===== src/core/smsc_regs.vh =====
`ifndef SMSC_REGS_VH
`define SMSC_REGS_VH

// ----------------------------------------
// register byte offsets
// ----------------------------------------
`define SMSC_OFS_ENABLE 8'h00
`define SMSC_OFS_XFER 8'h04
`define SMSC_OFS_BUF 8'h08
`define SMSC_OFS_MODE 8'h0C

// ----------------------------------------
// field positions
// ----------------------------------------
`define SMSC_EN_BIT 7
`define SMSC_GO_BIT 7
`define SMSC_ABORT_BIT 6
`define SMSC_DIR_HI 5
`define SMSC_DIR_LO 4
`define SMSC_XFER_ONE_BIT 3
`define SMSC_CKSEL_HI 2
`define SMSC_CKSEL_LO 0
`define SMSC_IFMODE_HI 3
`define SMSC_IFMODE_LO 2
`define SMSC_BUSY_BIT 3
`define SMSC_SHIFT_BIT 2

// ----------------------------------------
// encodings
// ----------------------------------------
`define SMSC_DIR_TX 2'h0
`define SMSC_DIR_RSVD 2'h1
`define SMSC_DIR_TXRX 2'h2
`define SMSC_DIR_RX 2'h3
`define SMSC_IF_PORT 2'h0
`define SMSC_IF_SIO 2'h1
`define SMSC_IF_BUS 2'h2
`define SMSC_CK_EXT 3'h7

// ----------------------------------------
// reset values and timing
// ----------------------------------------
`define SMSC_RST_CKSEL 3'h1
`define SMSC_RST_DIR 2'h0
`define SMSC_RST_IFMODE 2'h0
`define SMSC_DIV_EXP_BASE 4'h3
`define SMSC_FRAME_BITS 4'h8
`define SMSC_STATUS_ONES 8'hF3

`endif


===== src/core/smsc_clkdiv.v =====
`timescale 1ns/1ps
`include "smsc_regs.vh"

// internal serial clock: period 2^n system clocks, n = code + 3
module smsc_clkdiv (
	// system
	input wire clk,
	input wire rstn,
	// control
	input wire run,
	input wire [2:0] code,
	// serial clock
	output reg sck_reg,
	output wire lead,
	output wire trail
);

reg [8:0] cnt_reg;
wire [3:0] exp_n;
wire [8:0] half_last;
wire tick;

assign exp_n = {1'b0, code} + `SMSC_DIV_EXP_BASE;
// half period is 2^(n-1) cycles
assign half_last = (9'h001 << (exp_n - 4'h1)) - 9'h001;
assign tick = run && (cnt_reg == half_last);
assign lead = tick && sck_reg;
assign trail = tick && !sck_reg;

// ----------------------------------------
// divider
// ----------------------------------------
// idle level is high so the first edge of a frame is the falling one
always @(posedge clk or negedge rstn) begin
	if (!rstn) begin
		cnt_reg <= 9'h000;
		sck_reg <= 1'b1;
	end else if (!run) begin
		cnt_reg <= 9'h000;
		sck_reg <= 1'b1;
	end else if (tick) begin
		cnt_reg <= 9'h000;
		sck_reg <= !sck_reg;
	end else begin
		cnt_reg <= cnt_reg + 9'h001;
	end
end

endmodule // smsc_clkdiv


===== src/core/smsc_shift.v =====
`timescale 1ns/1ps
`include "smsc_regs.vh"

// one 8-bit frame, msb first out, lsb-aligned in
module smsc_shift (
	// system
	input wire clk,
	input wire rstn,
	// control
	input wire load,
	input wire abort,
	input wire [7:0] load_data,
	input wire lead,
	input wire trail,
	// serial data
	input wire si,
	output reg so_reg,
	// result
	output reg [7:0] rx_reg,
	output reg busy_reg,
	output reg done_reg
);

reg [7:0] tx_sh_reg;
reg [3:0] cnt_reg;

always @(posedge clk or negedge rstn) begin
	if (!rstn) begin
		tx_sh_reg <= 8'h00;
		rx_reg <= 8'h00;
		cnt_reg <= 4'h0;
		so_reg <= 1'b1;
		busy_reg <= 1'b0;
		done_reg <= 1'b0;
	end else begin
		done_reg <= 1'b0;
		if (abort) begin
			busy_reg <= 1'b0;
			so_reg <= 1'b1;
		end else if (load) begin
			tx_sh_reg <= load_data;
			cnt_reg <= 4'h0;
			busy_reg <= 1'b1;
		end else if (busy_reg && lead) begin
			so_reg <= tx_sh_reg[7];
			tx_sh_reg <= {tx_sh_reg[6:0], 1'b0};
		end else if (busy_reg && trail) begin
			rx_reg <= {rx_reg[6:0], si};
			cnt_reg <= cnt_reg + 4'h1;
			if (cnt_reg == `SMSC_FRAME_BITS - 4'h1) begin
				busy_reg <= 1'b0;
				done_reg <= 1'b1;
			end
		end
	end
end

endmodule // smsc_shift


===== src/core/smsc_top.v =====
// Our own choices: strobed register access and the register addresses.
`timescale 1ns/1ps
`include "smsc_regs.vh"

module smsc_top (
	// system
	input wire clk,
	input wire rstn,
	// register port
	input wire [7:0] addr,
	input wire [31:0] wdata,
	input wire wr_en,
	input wire rd_en,
	output reg [31:0] rdata_reg,
	// serial clock pin
	input wire sck_in,
	output wire sck_out,
	output wire sck_oe,
	// serial data pins
	input wire si,
	output wire so_out,
	output wire so_oe
);

// ----------------------------------------
// state
// ----------------------------------------
localparam ST_IDLE = 2'h0;
localparam ST_SHIFT = 2'h1;
localparam ST_DONE = 2'h2;

reg unit_enable_reg;
reg transfer_go_reg;
reg transfer_abort_reg;
reg [1:0] transfer_direction_select_reg;
reg [2:0] clock_select_reg;
reg [1:0] interface_mode_select_reg;
reg clock_select_written_reg;
reg sio_seen_reg;
reg [7:0] tx_buf_reg;
reg tx_full_reg;
reg [7:0] buffer_byte_reg;
reg rx_full_reg;
reg [1:0] state_reg;
reg [1:0] state_next;
reg sck_q_reg;
reg [31:0] rdata_next;

wire sio_active;
wire ext_clk;
wire dir_valid;
wire need_tx;
wire need_rx;
wire frame_ready;
wire frame_load;
wire abort_now;
wire div_run;
wire div_sck;
wire div_lead;
wire div_trail;
wire ext_lead;
wire ext_trail;
wire lead;
wire trail;
wire sh_so;
wire [7:0] sh_rx;
wire sh_busy;
wire sh_done;
wire cfg_wr;
wire wr_enable;
wire wr_xfer;
wire wr_buf;
wire wr_mode;
wire rd_buf;
wire [2:0] clock_select_view;

// only mode 01 runs the SIO logic
assign sio_active = unit_enable_reg && (interface_mode_select_reg == `SMSC_IF_SIO);
assign ext_clk = (clock_select_reg == `SMSC_CK_EXT);
// reserved direction code never starts a frame
assign dir_valid = (transfer_direction_select_reg != `SMSC_DIR_RSVD);
assign need_tx = (transfer_direction_select_reg == `SMSC_DIR_TX) ||
	(transfer_direction_select_reg == `SMSC_DIR_TXRX);
assign need_rx = (transfer_direction_select_reg == `SMSC_DIR_RX) ||
	(transfer_direction_select_reg == `SMSC_DIR_TXRX);

// ----------------------------------------
// register decode
// ----------------------------------------
// with the unit off only the enable register takes writes
assign cfg_wr = wr_en && unit_enable_reg;
assign wr_enable = wr_en && (addr == `SMSC_OFS_ENABLE);
assign wr_xfer = cfg_wr && (addr == `SMSC_OFS_XFER);
assign wr_buf = cfg_wr && (addr == `SMSC_OFS_BUF);
assign wr_mode = cfg_wr && (addr == `SMSC_OFS_MODE);
assign rd_buf = rd_en && unit_enable_reg && (addr == `SMSC_OFS_BUF);

// abort acts at once and overrides start
assign abort_now = !sio_active || transfer_abort_reg || (wr_xfer && wdata[`SMSC_ABORT_BIT]);

// automatic wait: no frame until the buffers allow it
assign frame_ready = sio_active && transfer_go_reg && !transfer_abort_reg && dir_valid &&
	(!need_tx || tx_full_reg) && (!need_rx || !rx_full_reg);
assign frame_load = (state_reg == ST_IDLE) && frame_ready;

// ----------------------------------------
// serial clock
// ----------------------------------------
// divider only runs inside an active internal-clock frame
assign div_run = sio_active && !ext_clk && (state_reg == ST_SHIFT) && !abort_now;

smsc_clkdiv u_div (
	.clk(clk),
	.rstn(rstn),
	.run(div_run),
	.code(clock_select_reg),
	.sck_reg(div_sck),
	.lead(div_lead),
	.trail(div_trail)
);

// pin input is taken as synchronous, one register for edge finding
always @(posedge clk or negedge rstn) begin
	if (!rstn) begin
		sck_q_reg <= 1'b1;
	end else begin
		sck_q_reg <= sck_in;
	end
end

// external edges: falling leads, rising trails
assign ext_lead = ext_clk && sck_q_reg && !sck_in;
assign ext_trail = ext_clk && !sck_q_reg && sck_in;
assign lead = ext_clk ? ext_lead : div_lead;
assign trail = ext_clk ? ext_trail : div_trail;

// internal clock drives the pin, idle high between frames
assign sck_out = div_sck;
assign sck_oe = sio_active && !ext_clk;

// ----------------------------------------
// shift engine
// ----------------------------------------
// one 8-bit frame per load, msb first
smsc_shift u_shift (
	.clk(clk),
	.rstn(rstn),
	.load(frame_load),
	.abort(abort_now),
	.load_data(need_tx ? tx_buf_reg : 8'hFF),
	.lead(lead && (state_reg == ST_SHIFT)),
	.trail(trail && (state_reg == ST_SHIFT)),
	.si(si),
	.so_reg(sh_so),
	.rx_reg(sh_rx),
	.busy_reg(sh_busy),
	.done_reg(sh_done)
);

// receive-only leaves the data pin undriven
assign so_out = sh_so;
assign so_oe = sio_active && need_tx;

// ----------------------------------------
// frame sequencer
// ----------------------------------------
always @* begin
	state_next = state_reg;
	case (state_reg)
	ST_IDLE: begin
		if (frame_load) begin
			state_next = ST_SHIFT;
		end
	end
	ST_SHIFT: begin
		if (abort_now) begin
			state_next = ST_IDLE;
		end else if (sh_done) begin
			state_next = ST_DONE;
		end
	end
	ST_DONE: begin
		state_next = ST_IDLE;
	end
	default: begin
		state_next = ST_IDLE;
	end
	endcase
end

always @(posedge clk or negedge rstn) begin
	if (!rstn) begin
		state_reg <= ST_IDLE;
	end else begin
		state_reg <= state_next;
	end
end

// ----------------------------------------
// control registers
// ----------------------------------------
// no clear on disable, settings survive
always @(posedge clk or negedge rstn) begin
	if (!rstn) begin
		unit_enable_reg <= 1'b0;
		transfer_go_reg <= 1'b0;
		transfer_abort_reg <= 1'b0;
		transfer_direction_select_reg <= `SMSC_RST_DIR;
		clock_select_reg <= `SMSC_RST_CKSEL;
		interface_mode_select_reg <= `SMSC_RST_IFMODE;
		clock_select_written_reg <= 1'b0;
		sio_seen_reg <= 1'b0;
	end else begin
		if (wr_enable) begin
			unit_enable_reg <= wdata[`SMSC_EN_BIT];
		end
		if (wr_xfer) begin
			transfer_go_reg <= wdata[`SMSC_GO_BIT] && !wdata[`SMSC_ABORT_BIT];
			transfer_abort_reg <= wdata[`SMSC_ABORT_BIT];
			transfer_direction_select_reg <= wdata[`SMSC_DIR_HI:`SMSC_DIR_LO];
			clock_select_reg <= wdata[`SMSC_CKSEL_HI:`SMSC_CKSEL_LO];
			clock_select_written_reg <= 1'b1;
		end else if (wr_mode && !sio_seen_reg && !clock_select_written_reg &&
			(wdata[`SMSC_IFMODE_HI:`SMSC_IFMODE_LO] == `SMSC_IF_SIO)) begin
			// entering SIO mode turns the reset 1 into 0
			clock_select_reg[0] <= 1'b0;
		end
		if (wr_mode) begin
			interface_mode_select_reg <= wdata[`SMSC_IFMODE_HI:`SMSC_IFMODE_LO];
			if (wdata[`SMSC_IFMODE_HI:`SMSC_IFMODE_LO] == `SMSC_IF_SIO) begin
				sio_seen_reg <= 1'b1;
			end
		end
	end
end

// ----------------------------------------
// data buffers
// ----------------------------------------
// separate write and read buffers
always @(posedge clk or negedge rstn) begin
	if (!rstn) begin
		tx_buf_reg <= 8'h00;
		tx_full_reg <= 1'b0;
		buffer_byte_reg <= 8'h00;
		rx_full_reg <= 1'b0;
	end else begin
		// a new write in the load cycle keeps the buffer full
		if (wr_buf) begin
			tx_buf_reg <= wdata[7:0];
			tx_full_reg <= 1'b1;
		end else if (frame_load && need_tx) begin
			tx_full_reg <= 1'b0;
		end
		if (sh_done && need_rx) begin
			buffer_byte_reg <= sh_rx;
			rx_full_reg <= 1'b1;
		end else if (rd_buf) begin
			rx_full_reg <= 1'b0;
		end
	end
end

// ----------------------------------------
// read data
// ----------------------------------------
// bit 0 of clock select shows 1 until SIO mode was chosen
assign clock_select_view = {clock_select_reg[2:1], clock_select_reg[0] || !sio_seen_reg};

always @* begin
	rdata_next = 32'h00000000;
	case (addr)
	`SMSC_OFS_ENABLE: begin
		rdata_next[`SMSC_EN_BIT] = unit_enable_reg;
	end
	`SMSC_OFS_XFER: begin
		rdata_next[`SMSC_GO_BIT] = transfer_go_reg;
		rdata_next[`SMSC_ABORT_BIT] = transfer_abort_reg;
		rdata_next[`SMSC_DIR_HI:`SMSC_DIR_LO] = transfer_direction_select_reg;
		rdata_next[`SMSC_XFER_ONE_BIT] = 1'b1;
		rdata_next[`SMSC_CKSEL_HI:`SMSC_CKSEL_LO] = clock_select_view;
	end
	`SMSC_OFS_BUF: begin
		rdata_next[7:0] = buffer_byte_reg;
	end
	`SMSC_OFS_MODE: begin
		rdata_next[7:0] = `SMSC_STATUS_ONES;
		rdata_next[`SMSC_BUSY_BIT] = (state_reg != ST_IDLE) || frame_ready;
		rdata_next[`SMSC_SHIFT_BIT] = sh_busy;
	end
	default: begin
		rdata_next = 32'h00000000;
	end
	endcase
end

// read data stand only in the cycle after the strobe
always @(posedge clk or negedge rstn) begin
	if (!rstn) begin
		rdata_reg <= 32'h00000000;
	end else if (rd_en) begin
		rdata_reg <= rdata_next;
	end else begin
		rdata_reg <= 32'h00000000;
	end
end

endmodule // smsc_top


===== config.mk =====
export PLATFORM = sky130hd
export DESIGN_NAME = smsc_top
export DESIGN_NICKNAME = d
export VERILOG_FILES = /design/src/core/smsc_clkdiv.v /design/src/core/smsc_shift.v /design/src/core/smsc_top.v
export VERILOG_INCLUDE_DIRS = /design/src /design/src/core
export SDC_FILE = /design/constraint.sdc
export NUM_CORES = 1
export LEC_CHECK = 0
export BUFFER_PORTS_ARGS = -buffer_cell sky130_fd_sc_hd__buf_2
export CORE_UTILIZATION = 55
export CTS_CLUSTER_DIAMETER = 200
export DETAILED_ROUTE_END_ITERATION = 7
export GPL_ROUTABILITY_DRIVEN = 0
export PLACE_DENSITY = 0.91
export SYNTH_ARGS = -nofsm -noshare
export SYNTH_HDL_FRONTEND = slang
export SYNTH_SLANG_ARGS = --single-unit

===== constraint.sdc =====
create_clock -name clk -period 10.8 [get_ports clk]
set_input_delay 1.08 -clock clk [delete_from_list [all_inputs] [get_ports clk]]
set_output_delay 1.08 -clock clk [all_outputs]
set_load 0.01 [all_outputs]

==> results of run 1 <==
==> worst paths after layout <==
check | startpoint | to | cells past startpoint
max in group asynchronous | rstn | u_div.cnt_reg[3] | 2
setup reg to reg | clock_select_reg[1] | u_shift.tx_sh_reg[5] | 12
hold / removal | clock_select_written_reg | clock_select_written_reg | 1
min in group asynchronous | rstn | clock_select_written_reg | 2
setup / recovery | clock_select_reg[1] | u_shift.tx_sh_reg[5] | 12
hold reg to reg | clock_select_written_reg | clock_select_written_reg | 1
==> synth_stat cells, drive strengths merged (2+ instances only) <==
master  instances  area share
nor4            3      0.0049
o31ai           3      0.0058
nand3b          3      0.0058
nand2b          2      0.0032
xor2            8       0.018
or4             2      0.0039
clkbuf          6      0.0058
dfstp           4       0.027
nand3          14       0.021
o311ai          2      0.0045
o22ai           2      0.0032
a21oi          12       0.016
or2             2      0.0032
nor4b           3       0.018
nor2           38       0.037
or3b            3      0.0068
ha              8       0.026
a211oi          3      0.0091
mux2           31       0.090
and2            2      0.0032
dfrtp          70        0.45
nand2          38       0.037
nand4           3      0.0049
and3            7       0.011
buf            30       0.058
nand4b          2      0.0045
mux2i           3      0.0078
nor2b           3      0.0049
a221o           6       0.016
inv            10      0.0097
nor3            4      0.0052
a21o            2      0.0039
xnor2           9       0.020
o21ai          24       0.031
==> worst max-delay path, cell delays in order (launching register included) <==
cell and delay, ns:
dfrtp_1 0.67, inv_1 0.09, ha_1 0.41, nor4b_4 0.33, inv_1 0.09, ha_1 0.32, xor2_1 0.15, nand3_1 0.13
nor4b_4 0.36, nand3_4 0.16, o311ai_1 0.38, nand2_1 0.26, a221o_1 0.40
==> cell type report <==
type | instances | area share
sequential | 74 | 0.439
multi-input combinational | 274 | 0.429
timing repair buffer | 34 | 0.0409
clock buffer | 10 | 0.0326
tap | 96 | 0.0284
clock inverter | 6 | 0.0210
inverter | 10 | 0.00888
==> routing by layer <==
metal  up-vias  global-route usage  wire [um]
li1       1312                   -          -
met1      1385               0.288       3290
met2       121               0.393       4080
met3        17              0.0577        419
met4         0              0.0803        142
met5         -                   0          0
==> cell families (layout without fill, tap and decap cells) <==
logic type               Yosys count  in the layout  share of synthesized area
buffers and inverters             46             60                     0.0732
adder cells (fa/ha/maj)            8              8                     0.0259
flip-flops                        74             74                      0.480
AO/OA/AOI/OAI                     58             58                     0.0981
multiplexers                      34             34                     0.0981
other                              1             24                   0.000970
XOR/XNOR                          17             17                     0.0385
AND/OR/NAND/NOR                  133            133                      0.185
==> power groups by stage <==
stage | Clock (mW) | Combinational [mW] | Sequential, mW
3_5_place_dp | 0 | 0.0189 | 0.284
5_1_grt | 0.256 | 0.0218 | 0.278
2_1_floorplan | 0 | 0.0148 | 0.283
3_3_place_gp | 0 | 0.0184 | 0.284
6_report | 0.244 | 0.0190 | 0.278
4_1_cts | 0.244 | 0.0191 | 0.278
==> metrics by stage <==
stage | total power, mW | cell area [sq um] | std cells | hold slack (ns)
floorplan | 0.298 | 3950 | 394 | 0.431
global placement | 0.302 | 4000 | 488 | 0.449
detailed placement | 0.303 | 4000 | 488 | 0.459
CTS | 0.542 | 4230 | 504 | 0.481
global route | 0.556 | 4230 | 504 | 0.483
finish | 0.542 | 4230 | 504 | 0.481
==> cell usage in the layout, fill, tap and decap left out, types with 7 or more instances in the layout <==
| cell | n |
|---|---|
| nor2_1 | 38 |
| buf_2 | 33 |
| dfrtp_1 | 70 |
| ha_1 | 8 |
| conb_1 | 24 |
| xor2_1 | 8 |
| nand2_1 | 38 |
| nand3_1 | 13 |
| mux2_2 | 31 |
| xnor2_1 | 9 |
| a21oi_1 | 12 |
| o21ai_0 | 24 |
| inv_1 | 10 |
| clkbuf_8 | 10 |
| and3_1 | 7 |
==> summary by stage, run 1 <==
Worst setup path
STA classifies the critical path startpoint as a register. The data required time of the worst path is 11.05 ns. The worst register-to-register path has a setup slack of 6.93 ns.

STA classifies the critical path endpoint as a register. The category of the most critical setup path is reg -> reg. Of all nets on the critical path, the largest fanout is 16. Data on the critical path arrives at its endpoint at 4.12 ns.

Timing
The minimum period implied by the final worst setup slack is 3.87 ns. The normalized max-slew margin is 0.402. Setup slack on the critical path of the routed design comes to 6.93 ns.

Setup violations remaining at the end of the flow were counted as 0. The final count of hold timing violations was 0. Dividing the final minimum period by the clock period gives 0.358. Setup repair after global routing left no endpoint under its margin.

At the pin with the least slew margin, the transition time is 0.897 ns. The number of pins exceeding their max-slew limit in the final report is 0. The post-route clock skew is 0.00758 ns. The final sum of negative setup slack is 0 ns.

The top achievable clock speed is 0.258 GHz.

Layout
The flip-flop count of the largest register, all copies and words added is 9. Counting the fill cells in the layout gives 500. The final net count is 457. The final standard cell utilization of the core is 0.622. In the final layout, the share of cells above drive strength 1 is 0.230. The area occupied by registers is 0.00186 sq mm. Summing all multi-input logic gate instances after layout gives 0.00181 sq mm.

The diode insertion count for antenna repair is 0. The area growth from synthesis to layout is 9.32%.

Synthesis
In the synthesized netlist, the number of instances is 371. The synthesis-stage register bit count is 74. The count of warnings emitted by yosys is 0. Yosys mapped a number of flops with a built-in enable equal to 0. The fraction of registers with async set or reset after synthesis is 1.00. The most used flip-flop cell after synthesis is dfrtp_1. The cell area after synthesis is 0.00386 sq mm. Dividing the synthesized area by the synthesized cell count gives 10.4 sq um.

The number of different library cells in the post-synthesis netlist is 49. For this run, the register share of the synthesized area comes to 0.480.

Clock network
In this run, CTS created clock tree buffers numbering 9. Post-CTS repair changed the size of 0 cells. Counting along the longest clock path gives a buffer depth of 2. After clock tree synthesis, the clock-pin slew on the worst setup and hold paths is 0.08 ns. In this run the post-CTS setup repair buffer count came out at 0. Counting every sink on the clock net gives 74. For this design, the CTS-stage hold fixing added 0 buffers. The clock network latency to the later pin of the worst-skew pair is 0.36 ns.

The number of H-tree levels is 3. TritonCTS built the clock tree. The root cell of the clock tree is clkbuf_8.

Pwr
The internal portion of the total power is 0.419 mW. Of the total power, registers draw 0.514. The leakage power total is 1.98 nW.

The net switching share of the total power is 0.227. The worst voltage drop across the vdd grid is 0.123 mV. For this design the total switching power over the nets is 0.123 mW. Of the total power, the clock network draws 0.451.

The ratio of total power to cell area is 128 mW/mm^2. The share of power burned in combinational logic is 0.035.

Detailed routing
The post-detailed-routing wire length is 7.93 mm. The vias after detailed routing is 2835. The detailed-router iteration count before antenna repair is 4. The average wire per cell in the routed design is 15.7 um. The routed via count divided by cell count is 5.63. The detailed router finished its first iteration with 267 violations. The detail route stage leaves a number of antenna-violating nets equal to 0. The number of DRC violations after detailed routing is 0.

Die
The die outline area is 0.00737 sq mm. The initial core utilization is 0.569. The floorplan has 30 rows.

The total core area is 0.00679 sq mm. The die is 85.8 um wide. Measured along the y axis, the die boundary spans 85.8 um.

The number of placed I/O pins is 82.

Global routing
The total routing resource utilization after global routing is 0.231. The number of global-route vias before repair is 2767. Summed over all layers, the global routing overflow is 0.

The first global-routing pass estimated 13.0 mm of wire. The number of antenna violations at the first check in global routing is 0. The largest net degree at the start of global routing is 75.

Placement
During placement, the flow inserted port buffers numbering 33. Summed over all nets, the half-perimeter wirelength after detailed placement is 5.43 mm. The worst setup slack before clock tree synthesis is 6.94 ns.

Outcome
The flow ran to the end, and the final reports show no timing, DRC or antenna violations.

Worst hold path
The classification of the worst-slack hold path is reg -> reg.

Flow run
The max-capacitance violation count is 0.
(Power assumes the default switching activity.)
==> inputs of run 2 (changes only) <==
==> constraint.sdc (replaced) <==
create_clock -name clk -period 3.6 [get_ports clk]
set_input_delay 0.36 -clock clk [delete_from_list [all_inputs] [get_ports clk]]
set_output_delay 0.36 -clock clk [all_outputs]
set_load 0.01 [all_outputs]
==> summary by stage, run 2 (same netlist as run 1, synthesis figures left out) <==
Placement
Summing all placed instances gives a cell area of 0.00404 sq mm. The total of buffers placed on input and output ports is 33. The HPWL after detailed placement is 5.53 mm.

Global routing
The number of antenna violations at the first check in global routing is 0. The first-pass GRT wire length is 13.3 mm. The number of global-route vias before repair is 2868. The total routing resource utilization after global routing is 0.237. After global routing the overflow that remains totals 0.

The largest net degree at the start of global routing is 30.

Die
The die is 85.8 um tall. The die outline area is 0.00737 sq mm. In this run the standard cell core region covers 0.00679 sq mm.

The number of placed I/O pins is 82. The initial core utilization is 0.569. The die width is 85.8 um. The floorplan has 30 rows.

Timing
The final count of hold timing violations is 3. For the pin with the worst max-slew slack, the measured transition is 0.655 ns. Of the available clock period, the critical path in the final layout requires 0.950. The count of final setup violators is 0. The smallest clock period supported by the final layout is computed as 3.42 ns. The top achievable clock speed is 0.293 GHz. The number of pins exceeding their max-slew limit in the final report is 0. Across the routed clock network, the largest skew measured is 0.0115 ns. The worst-case hold slack is -0.00420 ns. The normalized max-slew margin is 0.562.

Layout
In the layout the commonest cells are dfrtp_1 (70), nor2_1 (38), nand2_1 (38), buf_2 (33), mux2_2 (31). The multi-input gate area in the final layout is 0.00183 sq mm. The final net count is 466. The fraction of final layout cells with drive strength greater than 1 is 0.249.

The flip-flop count of the largest register, all copies and words added is 9. The number of inserted filler cells in the final layout is 483. From synthesis to final layout, the design area changed by 11.7%. The final standard cell utilization of the core is 0.636. The final design area excluding fillers is 0.00432 sq mm. Registers take 0.00186 sq mm. The most frequent standard cell in the layout excluding fill and tap cells is dfrtp_1.

The diode insertion count for antenna repair is 0.

Clock network
The clock tree from TritonCTS is built. After clock tree synthesis, the clock-pin slew on the worst setup and hold paths is 0.09 ns. CTS built an H-tree with a depth of 3.

The post-cts hold buffer count is 0. In this run the clock root is driven by a clkbuf_8. No sink is reached through more buffers than the 2 on the longest clock path. Counting every sink on the clock net gives 74.

The number of buffers created by CTS is 9. The later pin in the worst-skew pair is clocked with a latency of 0.36 ns.

Worst setup path
The number of buffers and inverters on the critical path is 2. The startpoint of the lowest-slack register-to-register path is clock_select_reg[1]. Data on the critical path is required at its endpoint by 3.88 ns. STA classifies the critical path endpoint as a register. In this run the register-to-register setup slack is 0.18 ns. The endpoint arrival time on the critical path is 3.70 ns. Of all nets on the critical path, the largest fanout is 8. For this design, the slowest cell found on the critical path is or4b_1. In this run the worst setup path begins at clock_select_reg[1]. The worst setup path is launched from a register. Walking the worst path, the cells encountered are inv_1 > ha_1 > nor4b_4 > inv_1 > ha_1 > xor2_1 > nand3_1 > nor4b_4 > nand3_4 > o31a_1 > or4b_1 > a21oi_1. The delay of the slowest cell on the worst path is 0.48 ns. The kind of cell adding the most delay to the critical path is simple AND/OR/NAND/NOR gates.

The critical path is of the reg -> reg type.

Pwr
The sum of internal, switching and leakage power is 1.65 mW. Across the VDD grid, the largest voltage drop is 0.259 mV. In this run the static leakage power is 2.04 nW. The ratio of total power to cell area is 382 mW/mm^2.

Detailed routing
The average wire per cell in the routed design is 16.1 um. In the routed layout, each cell is associated on average with a via count of 5.80. The first routing iteration left 360 violations. The first TritonRoute pass finished after 5 iterations. Wires add up to 8.25 mm. The routed layout has 2973 vias. The number of nets still failing antenna checks after routing is 0. The number of DRC violations after detailed routing is 0.

Outcome
The final reports fail on negative hold slack. The run finished, with violations left.

Flow run
The max-capacitance violation count is 0.

Worst hold path
The classification of the worst-slack hold path is in -> async.
[run 2: final timing paths]
kind,endpoint,depth (start not counted)
max,u_shift.cnt_reg[2],12
min,clock_select_written_reg,1
max reg2reg,u_shift.cnt_reg[2],12
min reg2reg,state_reg[0],1
max in group asynchronous,u_div.sck_reg,2
min in group clk,sck_q_reg,1
[run 2: repair_timing]
| action | in CTS | in global routing |
|---|---|---|
| resized for setup | 0 | 2 |
| cloned | 0 | 0 |
| pin swaps | 1 | 3 |
| endpoints found under the hold margin | 0 | 0 |
| buffers inserted | 1 | 2 |
| endpoints found under the setup margin | 6 | 9 |
[run 2: routing by layer]
metal  vias to the layer above  global-route usage  share of wire
li1                       1331                   -              -
met1                      1453               0.297           0.41
met2                       161               0.389           0.51
met3                        28              0.0452          0.059
met4                         0               0.132          0.028
met5                         -                   0              0
[run 2: cell type report]
cell class	count	share of cell area
well taps	96	0.0278
clock buffers	10	0.0319
clock inverters	6	0.0223
inverters	10	0.00869
flip-flops and latches	74	0.430
repair buffers	43	0.0556
multi-input cells	274	0.424
[run 2: through the flow]
step                cells  worst slack [ns]  hold slack [ns]  setup TNS (ns)
global placement      494             0.193            0.389               0
floorplan             394             0.214           0.0644               0
finish                513             0.182         -0.00420               0
detailed placement    494            0.0501            0.397               0
CTS                   511            0.0328           0.0116               0
global route          513           -0.0206           0.0361         -0.0299
[run 2: where the power goes]
part / switching (mW) / leakage (nW) / internal, mW
registers: 0.00205 / 0.999 / 0.833
clock network: 0.339 / 0.115 / 0.417
logic: 0.0436 / 0.923 / 0.0154
total: 0.385 / 2.04 / 1.27
